File: src/hdl/pem_defs.vh
// Constants of the power and energy monitor: register offsets,
// status bit positions and reset values of the warning thresholds.
// Assumes inclusion by bare name from the design file.
`ifndef PEM_DEFS_VH
`define PEM_DEFS_VH
`define PEM_A_CTRL 8'h00
`define PEM_A_STATUS 8'h04
`define PEM_A_VIN 8'h08
`define PEM_A_VOUT 8'h0C
`define PEM_A_IOUT 8'h10
`define PEM_A_PWR 8'h14
`define PEM_A_PWR_EXT 8'h18
`define PEM_A_EN_SHORT 8'h1C
`define PEM_A_SNAP_SMP 8'h20
`define PEM_A_EN_EXT 8'h24
`define PEM_A_SNAP_ROLL 8'h28
`define PEM_A_PK_CUR 8'h30
`define PEM_A_PK_VIN 8'h34
`define PEM_A_PK_VOUT 8'h38
`define PEM_A_PK_PWR 8'h3C
`define PEM_A_TH_VIN_OV 8'h40
`define PEM_A_TH_VIN_UV 8'h44
`define PEM_A_TH_VOUT_OV 8'h48
`define PEM_A_TH_VOUT_UV 8'h4C
`define PEM_A_TH_CUR_OC 8'h50
`define PEM_A_TH_CUR2 8'h54
`define PEM_A_TH_PWR_OP 8'h58
`define PEM_CTRL_CLR 0
`define PEM_CTRL_POL2 1
`define PEM_CTRL_OUT_ON 2
`define PEM_ST_VIN_OV 0
`define PEM_ST_VIN_UV 1
`define PEM_ST_VOUT_OV 2
`define PEM_ST_VOUT_UV 3
`define PEM_ST_CUR_OC 4
`define PEM_ST_CUR2 5
`define PEM_ST_PWR_OP 6
`define PEM_TH_MAX 16'h7FFF
`define PEM_TH_MIN 16'h0000
`define PEM_ACC_MASK 24'h7FFFFF
`define PEM_TRANS_NONSEQ 2'b10
`define PEM_TRANS_SEQ 2'b11
`endif

File: src/hdl/pem_monitor.v
// Power, energy, peak and warning logic of a power monitor, with an
// AHB-Lite register slave. Assumes averaged codes and their strobe come
// from logic on the same clock, and that it is the only bus slave.
`timescale 1ns/1ps
`include "pem_defs.vh"

module pem_monitor
(
    // Clock and reset.
    input wire clock,
    input wire rst_b,
    // Averaged measurement set.
    input wire sample_valid,
    input wire [11:0] vin_code,
    input wire [11:0] vout_code,
    input wire [11:0] iout_code,
    // AHB-Lite slave.
    input wire hsel,
    input wire [7:0] haddr,
    input wire [1:0] htrans,
    input wire hwrite,
    input wire [2:0] hsize,
    input wire hready,
    input wire [31:0] hwdata,
    output wire hreadyout,
    output wire hresp,
    output wire [31:0] hrdata,
    // Status.
    output wire [6:0] warn_status
);

    // Bus state.
    reg wr_pend_ff;
    reg rd_pend_ff;
    reg [7:0] addr_ff;
    reg [31:0] rdata_ff;
    // Measurement pipeline.
    reg stg_ff;
    reg [11:0] vin_ff;
    reg [11:0] vout_ff;
    reg [11:0] cur_ff;
    reg [23:0] pwr_ff;
    // Energy.
    reg [23:0] acc_ff;
    reg [15:0] roll_ff;
    reg [23:0] smp_ff;
    reg [15:0] snap_roll_ff;
    reg [23:0] snap_smp_ff;
    // Peaks.
    reg [15:0] pk_cur_ff;
    reg [15:0] pk_vin_ff;
    reg [15:0] pk_vout_ff;
    reg [15:0] pk_pwr_ff;
    // Thresholds, control and warning state.
    reg [15:0] th_vin_ov_ff;
    reg [15:0] th_vin_uv_ff;
    reg [15:0] th_vout_ov_ff;
    reg [15:0] th_vout_uv_ff;
    reg [15:0] th_cur_oc_ff;
    reg [15:0] th_cur2_ff;
    reg [15:0] th_pwr_op_ff;
    reg pol2_ff;
    reg out_on_ff;
    reg [6:0] cond_ff;
    reg [6:0] st_ff;

    wire acc_take;
    wire rd_take;
    wire wr_take;
    wire wr_now;
    wire zero_wr;
    wire clr_now;
    wire out_rise;
    wire [11:0] cur_pos;
    wire [23:0] acc_sum;
    wire [6:0] cond;
    wire pk_clr_cur;
    wire pk_clr_vin;
    wire pk_clr_vout;
    wire pk_clr_pwr;
    reg [31:0] nxt_rdata;

    // Signed compare of a measurement word against a threshold word.
    function above;
        input [15:0] val;
        input [15:0] lim;
        begin
            above = $signed(val) > $signed(lim);
        end
    endfunction

    // Widens a 12-bit code to a 16-bit word.
    function [15:0] wide;
        input [11:0] code;
        begin
            wide = {4'h0, code};
        end
    endfunction

    // Next value of a peak hold. A zero write restarts the hold, from the
    // sample of the same cycle if one arrives, so that sample is not lost.
    function [15:0] peak_next;
        input [15:0] held;
        input [15:0] seen;
        input fresh;
        input clear;
        begin
            if (clear)
            begin
                peak_next = fresh ? seen : 16'h0000;
            end
            else if (fresh && seen > held)
            begin
                peak_next = seen;
            end
            else
            begin
                peak_next = held;
            end
        end
    endfunction

    assign acc_take = hsel & hready & htrans[1];
    assign rd_take = acc_take & ~hwrite;
    assign wr_take = acc_take & hwrite;
    assign wr_now = wr_pend_ff;
    assign zero_wr = wr_now & (hwdata == 32'h0000_0000);
    assign clr_now = wr_now & (addr_ff == `PEM_A_CTRL)
        & hwdata[`PEM_CTRL_CLR];
    assign out_rise = wr_now & (addr_ff == `PEM_A_CTRL)
        & hwdata[`PEM_CTRL_OUT_ON] & ~out_on_ff;
    assign hreadyout = ~rd_pend_ff;
    assign hresp = 1'b0;
    assign hrdata = rdata_ff;
    assign warn_status = st_ff;
    assign pk_clr_cur = zero_wr & (addr_ff == `PEM_A_PK_CUR);
    assign pk_clr_vin = zero_wr & (addr_ff == `PEM_A_PK_VIN);
    assign pk_clr_vout = zero_wr & (addr_ff == `PEM_A_PK_VOUT);
    assign pk_clr_pwr = zero_wr & (addr_ff == `PEM_A_PK_PWR);

    // Current code counts as positive only with clear sign and nonzero.
    assign cur_pos = (iout_code[11] | (iout_code == 12'h000)) ?
        12'h000 : iout_code;

    // Both terms stay below 2^23, so the sum never carries out of 24 bits.
    assign acc_sum = acc_ff + pwr_ff;

    assign cond[`PEM_ST_VIN_OV] = above(wide(vin_ff), th_vin_ov_ff);
    assign cond[`PEM_ST_VIN_UV] = above(th_vin_uv_ff, wide(vin_ff));
    assign cond[`PEM_ST_VOUT_OV] = above(wide(vout_ff), th_vout_ov_ff);
    assign cond[`PEM_ST_VOUT_UV] = above(th_vout_uv_ff, wide(vout_ff));
    assign cond[`PEM_ST_CUR_OC] = above(wide(cur_ff), th_cur_oc_ff);
    assign cond[`PEM_ST_CUR2] = pol2_ff ?
        above(wide(cur_ff), th_cur2_ff) :
        above(th_cur2_ff, wide(cur_ff));
    assign cond[`PEM_ST_PWR_OP] = above(pwr_ff[23:8], th_pwr_op_ff);

    // Read data mux, 16-bit words zero extended.
    always @*
    begin
        case (addr_ff)
            `PEM_A_CTRL: nxt_rdata = {29'h0, out_on_ff, pol2_ff, 1'b0};
            `PEM_A_STATUS: nxt_rdata = {25'h0, st_ff};
            `PEM_A_VIN: nxt_rdata = {16'h0, wide(vin_ff)};
            `PEM_A_VOUT: nxt_rdata = {16'h0, wide(vout_ff)};
            `PEM_A_IOUT: nxt_rdata = {16'h0, wide(cur_ff)};
            `PEM_A_PWR: nxt_rdata = {16'h0, pwr_ff[23:8]};
            `PEM_A_PWR_EXT: nxt_rdata = {8'h0, pwr_ff};
            `PEM_A_EN_SHORT: nxt_rdata = {8'h0, roll_ff[7:0],
                acc_ff[23:8]};
            `PEM_A_SNAP_SMP: nxt_rdata = {8'h0, snap_smp_ff};
            `PEM_A_EN_EXT: nxt_rdata = {8'h0, acc_ff};
            `PEM_A_SNAP_ROLL: nxt_rdata = {16'h0, snap_roll_ff};
            `PEM_A_PK_CUR: nxt_rdata = {16'h0, pk_cur_ff};
            `PEM_A_PK_VIN: nxt_rdata = {16'h0, pk_vin_ff};
            `PEM_A_PK_VOUT: nxt_rdata = {16'h0, pk_vout_ff};
            `PEM_A_PK_PWR: nxt_rdata = {16'h0, pk_pwr_ff};
            `PEM_A_TH_VIN_OV: nxt_rdata = {16'h0, th_vin_ov_ff};
            `PEM_A_TH_VIN_UV: nxt_rdata = {16'h0, th_vin_uv_ff};
            `PEM_A_TH_VOUT_OV: nxt_rdata = {16'h0, th_vout_ov_ff};
            `PEM_A_TH_VOUT_UV: nxt_rdata = {16'h0, th_vout_uv_ff};
            `PEM_A_TH_CUR_OC: nxt_rdata = {16'h0, th_cur_oc_ff};
            `PEM_A_TH_CUR2: nxt_rdata = {16'h0, th_cur2_ff};
            `PEM_A_TH_PWR_OP: nxt_rdata = {16'h0, th_pwr_op_ff};
            default: nxt_rdata = 32'h0000_0000;
        endcase
    end

    // Bus phases: writes take no wait, reads take one wait state.
    always @(posedge clock or negedge rst_b)
    begin
        if (!rst_b)
        begin
            wr_pend_ff <= 1'b0;
            rd_pend_ff <= 1'b0;
            addr_ff <= 8'h00;
            rdata_ff <= 32'h0000_0000;
            snap_roll_ff <= 16'h0000;
            snap_smp_ff <= 24'h000000;
        end
        else
        begin
            wr_pend_ff <= wr_take;
            rd_pend_ff <= rd_take;
            if (acc_take)
            begin
                addr_ff <= {haddr[7:2], 2'b00};
            end
            if (rd_pend_ff)
            begin
                rdata_ff <= nxt_rdata;
                // Snapshot makes the energy set coherent.
                if (addr_ff == `PEM_A_EN_SHORT ||
                    addr_ff == `PEM_A_EN_EXT)
                begin
                    snap_roll_ff <= roll_ff;
                    snap_smp_ff <= smp_ff;
                end
            end
        end
    end

    // Control and threshold registers.
    always @(posedge clock or negedge rst_b)
    begin
        if (!rst_b)
        begin
            th_vin_ov_ff <= `PEM_TH_MAX;
            th_vin_uv_ff <= `PEM_TH_MIN;
            th_vout_ov_ff <= `PEM_TH_MAX;
            th_vout_uv_ff <= `PEM_TH_MIN;
            th_cur_oc_ff <= `PEM_TH_MAX;
            th_cur2_ff <= `PEM_TH_MAX;
            th_pwr_op_ff <= `PEM_TH_MAX;
            pol2_ff <= 1'b1;
            out_on_ff <= 1'b1;
        end
        else if (wr_now)
        begin
            case (addr_ff)
                `PEM_A_CTRL:
                begin
                    pol2_ff <= hwdata[`PEM_CTRL_POL2];
                    out_on_ff <= hwdata[`PEM_CTRL_OUT_ON];
                end
                `PEM_A_TH_VIN_OV: th_vin_ov_ff <= hwdata[15:0];
                `PEM_A_TH_VIN_UV: th_vin_uv_ff <= hwdata[15:0];
                `PEM_A_TH_VOUT_OV: th_vout_ov_ff <= hwdata[15:0];
                `PEM_A_TH_VOUT_UV: th_vout_uv_ff <= hwdata[15:0];
                `PEM_A_TH_CUR_OC: th_cur_oc_ff <= hwdata[15:0];
                `PEM_A_TH_CUR2: th_cur2_ff <= hwdata[15:0];
                `PEM_A_TH_PWR_OP: th_pwr_op_ff <= hwdata[15:0];
                default:
                begin
                end
            endcase
        end
    end

    // Stage one: capture averaged codes and form the product.
    always @(posedge clock or negedge rst_b)
    begin
        if (!rst_b)
        begin
            stg_ff <= 1'b0;
            vin_ff <= 12'h000;
            vout_ff <= 12'h000;
            cur_ff <= 12'h000;
            pwr_ff <= 24'h000000;
        end
        else
        begin
            stg_ff <= sample_valid;
            if (sample_valid)
            begin
                vin_ff <= vin_code;
                vout_ff <= vout_code;
                cur_ff <= iout_code;
                pwr_ff <= vin_code * cur_pos;
            end
        end
    end

    // Stage two: energy, counters and peaks.
    always @(posedge clock or negedge rst_b)
    begin
        if (!rst_b)
        begin
            acc_ff <= 24'h000000;
            roll_ff <= 16'h0000;
            smp_ff <= 24'h000000;
            pk_cur_ff <= 16'h0000;
            pk_vin_ff <= 16'h0000;
            pk_vout_ff <= 16'h0000;
            pk_pwr_ff <= 16'h0000;
        end
        else
        begin
            if (stg_ff)
            begin
                acc_ff <= acc_sum & `PEM_ACC_MASK;
                if (acc_sum[23])
                begin
                    roll_ff <= roll_ff + 16'h0001;
                end
                smp_ff <= smp_ff + 24'h000001;
            end
            // Each peak follows only its own clear and averaged samples.
            pk_cur_ff <= peak_next(pk_cur_ff, wide(cur_ff), stg_ff,
                pk_clr_cur);
            pk_vin_ff <= peak_next(pk_vin_ff, wide(vin_ff), stg_ff,
                pk_clr_vin);
            pk_vout_ff <= peak_next(pk_vout_ff, wide(vout_ff), stg_ff,
                pk_clr_vout);
            pk_pwr_ff <= peak_next(pk_pwr_ff, pwr_ff[23:8], stg_ff,
                pk_clr_pwr);
        end
    end

    // Stage two: warning conditions and latched status.
    always @(posedge clock or negedge rst_b)
    begin
        if (!rst_b)
        begin
            cond_ff <= 7'h00;
            st_ff <= 7'h00;
        end
        else
        begin
            if (stg_ff)
            begin
                cond_ff <= cond;
            end
            if (clr_now || out_rise)
            begin
                // Persisting conditions set again at once.
                st_ff <= cond_ff | (stg_ff ? cond : 7'h00);
            end
            else if (stg_ff)
            begin
                st_ff <= st_ff | cond;
            end
        end
    end

endmodule
File: config.mk
export PLATFORM = sky130hd
export DESIGN_NAME = pem_monitor
export DESIGN_NICKNAME = d
export VERILOG_FILES = /design/src/hdl/pem_monitor.v
export VERILOG_INCLUDE_DIRS = /design/src /design/src/hdl
export SDC_FILE = /design/constraint.sdc
export NUM_CORES = 1
export LEC_CHECK = 0
export BUFFER_PORTS_ARGS = -buffer_cell sky130_fd_sc_hd__clkbuf_2
export CAP_MARGIN = 20
export CORE_ASPECT_RATIO = 0.5
export CORE_MARGIN = 2
export CORE_UTILIZATION = 28
export DETAILED_ROUTE_END_ITERATION = 8
export HOLD_SLACK_MARGIN = 0.03
export PLACE_DENSITY = 0.48
export REMOVE_ABC_BUFFERS = 1
export SETUP_SLACK_MARGIN = 0.15
export SLEW_MARGIN = 20
export SYNTH_ARGS = -nofsm -noshare
export SYNTH_HDL_FRONTEND = slang
export SYNTH_SLANG_ARGS = --single-unit
File: constraint.sdc
create_clock -name clock -period 4.07 [get_ports clock]
set_clock_uncertainty 0.05 [all_clocks]
set_input_delay 0.2035 -clock clock [delete_from_list [all_inputs] [get_ports clock]]
set_output_delay 0.2035 -clock clock [all_outputs]
set_load 0.005 [all_outputs]
==> Word level (Yosys, flattened, before mapping) <==
Index checks and enable logic that the tools add are counted.
{ "word_totals": {"register_bits": 396, "inputBits": 87, "output_inout_bits": 41} }
{ "classes": {"addsub": 3, "n_mul": 1, "n_lt_le_gt_ge": 12, "n_eq_ne": 21, "n_mux": 18, "bitwise": 19, "reduce_logical": 24} }
{ "ops": {"columns": ["operator", "count"], "rows": [
  ["$pmux W24 S22", 1],
  ["$mux W16", 9],
  ["$gt A13 B16 Y1", 4],
  ["$gt A12 B16 Y1", 3],
  ["$gt A16 B13 Y1", 3],
  ["$mux W12", 4],
  ["$eq A6 B4 Y1 const B", 7],
  ["$eq A6 B5 Y1 const B", 7],
  ["$gt A16 B16 Y1", 2],
  ["$logic_not A32 Y1", 1],
  ["$add A23 B24 Y24", 1],
  ["$add A24 B1 Y24 const B", 1],
  ["$eq A6 B3 Y1 const B", 4],
  ["$mul A12 B12 Y24", 1],
  ["$mux W7", 3],
  ["$reduce_and A2 Y1", 10],
  ["$add A16 B1 Y16 const B", 1],
  ["$or A7 B7 Y7", 2],
  ["$and A1 B1 Y1", 13],
  ["$eq A6 B2 Y1 const B", 2],
  ["$logic_not A12 Y1", 1],
  ["$reduce_bool A2 Y1", 5],
  ["$logic_not A8 Y1", 1],
  ["$eq A6 B1 Y1 const B", 1],
  ["5 further kinds", 11]
]} }

==> Depth between registers and ports, before layout <==
{ "depth": {"word_depth": 6, "ltp_mapped": 25, "ltp_nobuf": 23} }

==> Worst setup path before layout <==
Ideal clock, no wire load.
{ "synth_path": {"path_type": "in2reg", "from": "input port iout_code[11]", "to": "register pwr_ff[22]", "arrival_time_ps": 5518, "path_slack_ps": -1622, "path_stages": 21, "path_buffers": 2, "path_cell_list": "clkbuf_1 > nor2b_1 > clkbuf_1 > nand2_1 > fa_1 > inv_1 > fa_1 > fa_1 > fa_1 > inv_1 > fa_1 > inv_1 > ha_1 > a2111oi_0 > a21oi_1 > a41oi_1 > o311ai_0 > a21oi_1 > o21ba_2 > nor4b_1 > a211o_1"} }
{ "synth_via": {"elab_chain_len": 4} }
{ "synth_lines": {"columns": ["element", "line", "rtl"], "rows": [
  ["start: declaration", "pem_monitor.v:16", "input wire [11:0] iout_code,"],
  ["$logic_not A12 Y1", "pem_monitor.v:142", "assign cur_pos = (iout_code[11] | (iout_code == 12'h000)) ?"],
  ["$or A1 B1 Y1", "pem_monitor.v:142", null],
  ["$mux W12 *", "pem_monitor.v:142", null],
  ["$mul A12 B12 Y24 *", "pem_monitor.v:279", "pwr_ff <= vin_code * cur_pos;"],
  ["end signal: assignment", "pem_monitor.v:279", null],
  ["end: declaration", "pem_monitor.v:42", "reg [23:0] pwr_ff;"]
]} }
Every way passes the cells marked *; elsewhere a longest branch is shown, timed or not.
A chain may end at the register's enable or synchronous reset.

==> Worst setup path after layout <==
{ "layout_path": {"from": "input port iout_code[6]", "to": "register pwr_ff[21]"} }
Same word-level chain as after synthesis.

==> results by group <==
Setup path
  • Cell family with most CP delay: adder cells
  • Critical Path End Type: flop
  • Crit path max-delay cell type: fa_1
  • Most frequent cell on the critical path: fa_1
  • Setup crit start kind: primary input
  • Worst Path Required: 4.53 ns
  • Critical path class: in2reg
  • Crit Path Max Fanout: 4
  • CP cell instances: buf_4 > nor2b_4 > buf_6 > buf_4 > and2_1 > fa_1 > fa_1 > fa_1 > fa_1 > inv_2 > fa_1 > inv_2 > ha_4 > nand2_4 > a211o_1 > nand2_2 > o41ai_4 > a22oi_2 > and2_4 > o21ai_2 > a221oi_2 > mux2_4
  • Critical path launch point: iout_code[6]
  • Largest stage delay on the critical path: 0.56 ns
  • CP bufs+invs: 5
  • Reg-to-reg startpoint: cur_ff[5]
  • Worst EP arrival: 5.31 ns

CTS
  • Sink Count: 376
  • Root buffer cell: clkbuf_16
  • Clock-pin slew on the worst setup and hold paths: 0.07 ns
  • Worst skew pair latency: 0.59 ns
  • CTS tree: yes
  • CTS max path bufs: 3
  • Total CTS buffers: 43
  • Htree depth: 2

Final layout
  • Post-Layout Inst Area: 31560 um2
  • Nets: 3246
  • Share of layout cells above drive strength 1: 27.46%
  • P&R area growth vs syn: 22.61%
  • Ant diodes: 0

Placed design
  • Final GP Congestion: 0.9839
  • DP Area: 28890 um2
  • HPWL Detailed: 75510 um
  • Worst slack, placed: -2.009 ns
  • Port bufs: 112

STA
  • Measured slew at the worst slew-check pin: 1.023 ns
  • RSZ-0062 raised after global routing: yes
  • Final setup violation count: 13
  • Final hold violation count: 0
  • Setup TNS: -7.664 ns
  • Slew margin rel.: 30.01%
  • Slew Viols, Final: 0
  • Setup WS post-layout: -0.7765 ns
  • Max frequency: 206.3 MHz
  • Final Cycle Share: 119.1%
  • WHS: 0.06039 ns
  • Min Tclk post-route: 4.847 ns

Logic synthesis
  • Simple-Gate Fraction of Synth Area: 11.82%
  • Register area share after synthesis: 36.93%
  • Post-synth top area share: 29.07%
  • Most frequent cell after synthesis: dfrtp_1
  • Async set-reset flop share out of synthesis: 100.0%
  • Mapped Area: 25740 um2
  • Combinational family with the most area after synthesis: adder cells
  • Post-Synth XOR/XNOR Area: 2.382%
  • Ys Warns: 0
  • Synthesized flop and latch total: 376
  • Gate Count Post-Synth: 2529
  • Post-Synth Adder-Cell Area: 18.89%
  • Average size of a mapped cell: 10.18 um2
  • Compound-cell area share of the yosys netlist: 13.08%
  • Top FF cell, synth: dfrtp_1
  • Largest area contributor in the netlist: dfrtp_1
  • Post-synth top cells: 299 x dfrtp_1, 286 x inv_1, 227 x ha_1
  • Largest cells by area after synthesis: dfrtp_1 29%, ha_1 11%, mux2_2 8.4%, dfstp_2 7.9%, fa_1 7.9%
  • Post-synth EDFFs: 0
  • Distinct cells, synth: 79
  • Post-synthesis mux area share: 10.77%

Floorplanning
  • Die Span Y: 218.4 um
  • Die Area: 94520 um2
  • Row cnt: 78
  • Starting Density: 28.33%
  • Core area: 90860 um2
  • Die X: 432.8 um
  • # IOs: 128

Routing
  • Post-Route WL: 98230 um
  • Via density: 5.133
  • Initial DRT Pass Iterations: 8
  • First-iteration detailed-routing DRC count: 1988
  • Number of nets with antenna violations after routing: 0
  • Vias post-DR: 21080
  • Residual DRC: 0
  • Wire per inst: 23.92 um

Pwr
  • Peak supply drop: 338.0 uV
  • Leakage power: 14.88 nW
  • Total power: 0.01810 W
  • NetSw: 0.007222 W
  • Int Power: 0.01087 W
  • Power Dens Cells: 573.4 nW/um2
  • Clk network pwr share: 22.9%
  • Switch share: 39.91%
  • Combinational Power Share: 44.4%
  • Flop pwr share: 32.7%

Flow run
  • Max_cap viols: 0

GRT
  • Largest net degree at the start of global routing: 99
  • Grt total ovfl: 0
  • Vias in the first global route: 20960
  • Antenna violations before repair: 4
  • GRT Total Usage: 20.68%
  • First-pass GRT wire length: 143900 um

Run status
  • Failing checks: negative setup slack
  • Status: complete, but fails checks

Hold path
  • Hold wc startpoint: hwdata[15]
  • Hold crit path type: in2reg
-- cells by family (layout without fill, tap and decap cells) --
family	count (synthesis)	count (layout)
AOI/OAI and AO/OA	472	472
adders and majority gates	328	328
other	2	21
muxes	253	253
DFF	376	376
xor gates and xnor gates	70	70
buffers and inverters	398	716
and+or+nand+nor	630	630
-- cell type report --
type,instances,area [um2]
Multi-Input combinational cell,1774,15290
Sequential cell,376,9508
Tap cell,1240,1551
Clock buffer,61,1236
Fill cell,9264,59300
Inverter,286,1076
Clock inverter,19,245.2
Timing Repair Buffer,350,2658
-- worst paths after layout --
| check | slack (ns) | end | depth (start not counted) |
|---|---|---|---|
| max in group asynchronous | 2.80 | cur_ff[1] | 3 |
| min in group asynchronous | 0.14 | roll_ff[11] | 2 |
| hold reg to reg | 0.42 | smp_ff[23] | 1 |
| setup reg to reg | 0.71 | cond_ff[5] | 11 |
| setup / recovery | -0.78 | pwr_ff[21] | 22 |
| hold / removal | 0.06 | th_vin_uv_ff[15] | 2 |
-- power by group through the flow --
stage | Clock, W | Combinational [W] | Sequential [W]
after global routing | 0.00437 | 0.00893 | 0.00594
after global placement | 0 | 0.00697 | 0.00591
after CTS | 0.00421 | 0.00770 | 0.00586
after floorplan | 0 | 0.00484 | 0.00518
after detailed placement | 0 | 0.00706 | 0.00591
final | 0.00414 | 0.00804 | 0.00591
-- registers in the layout, summed over array words and instances (netlist names), 16 cells and up --
name           cells
acc_ff            23
smp_ff            24
pwr_ff            24
pk_pwr_ff         16
snap_smp_ff       24
th_vin_uv_ff      16
th_vin_ov_ff      16
th_cur_oc_ff      16
roll_ff           16
hrdata            24
th_vout_ov_ff     16
th_pwr_op_ff      16
th_cur2_ff        16
th_vout_uv_ff     16
snap_roll_ff      16
-- cells in the final DEF (no fill, tap or decap), types with 11 or more instances in the layout --
cell           synthesis  final
dfrtp_1              299    297
inv_1                286    267
ha_1                 227    214
nand2_1              203    191
mux2_2               192    189
buf_4                  9    178
nor2_1               148    136
clkbuf_2               0    103
a22oi_1              103    102
fa_1                 101     94
o21ai_0               82     78
dfstp_2               77     77
mux2i_1               61     61
nand3_1               54     53
xnor2_1               51     49
nand4_1               49     49
a21oi_1               59     48
clkbuf_16              0     46
and2_1                54     43
o21a_1                41     41
a21o_1                36     36
dlygate4sd3_1          0     35
nor2b_1               34     30
conb_1                 2     21
buf_6                  0     21
nor3_1                21     19
inv_2                  0     18
xor2_1                19     18
a221oi_1              18     17
nor4_1                14     14
a222oi_1              14     14
o211ai_1              12     12
and2_4                 0     11
nand2b_1              11     11
clkbuf_1              87     11
-- layer usage --
layer	GRT usage (%)	wire length, um
met1	29.48	44570
met2	31.77	42820
met3	3.091	7096
met4	7.238	3737
met5	0	10
-- metrics by stage --
stage	instances	util, %
6_report	4106	34.74
2_1_floorplan	2436	-
5_1_grt	4106	34.74
4_1_cts	4103	34.51
3_5_place_dp	3968	31.80
3_3_place_gp	3967	31.78
-- what timing repair did --
item | CTS | global route
pin swaps | 71 | 41
hold buffers | 35 | 0
buffers inserted | 19 | 3
cloned | 1 | 0
resized for setup | 110 | 54
setup endpoints to repair | 16 | 16
endpoints found under the hold margin | 109 | 0
No activity file was read; power rests on OpenSTA's default activity.
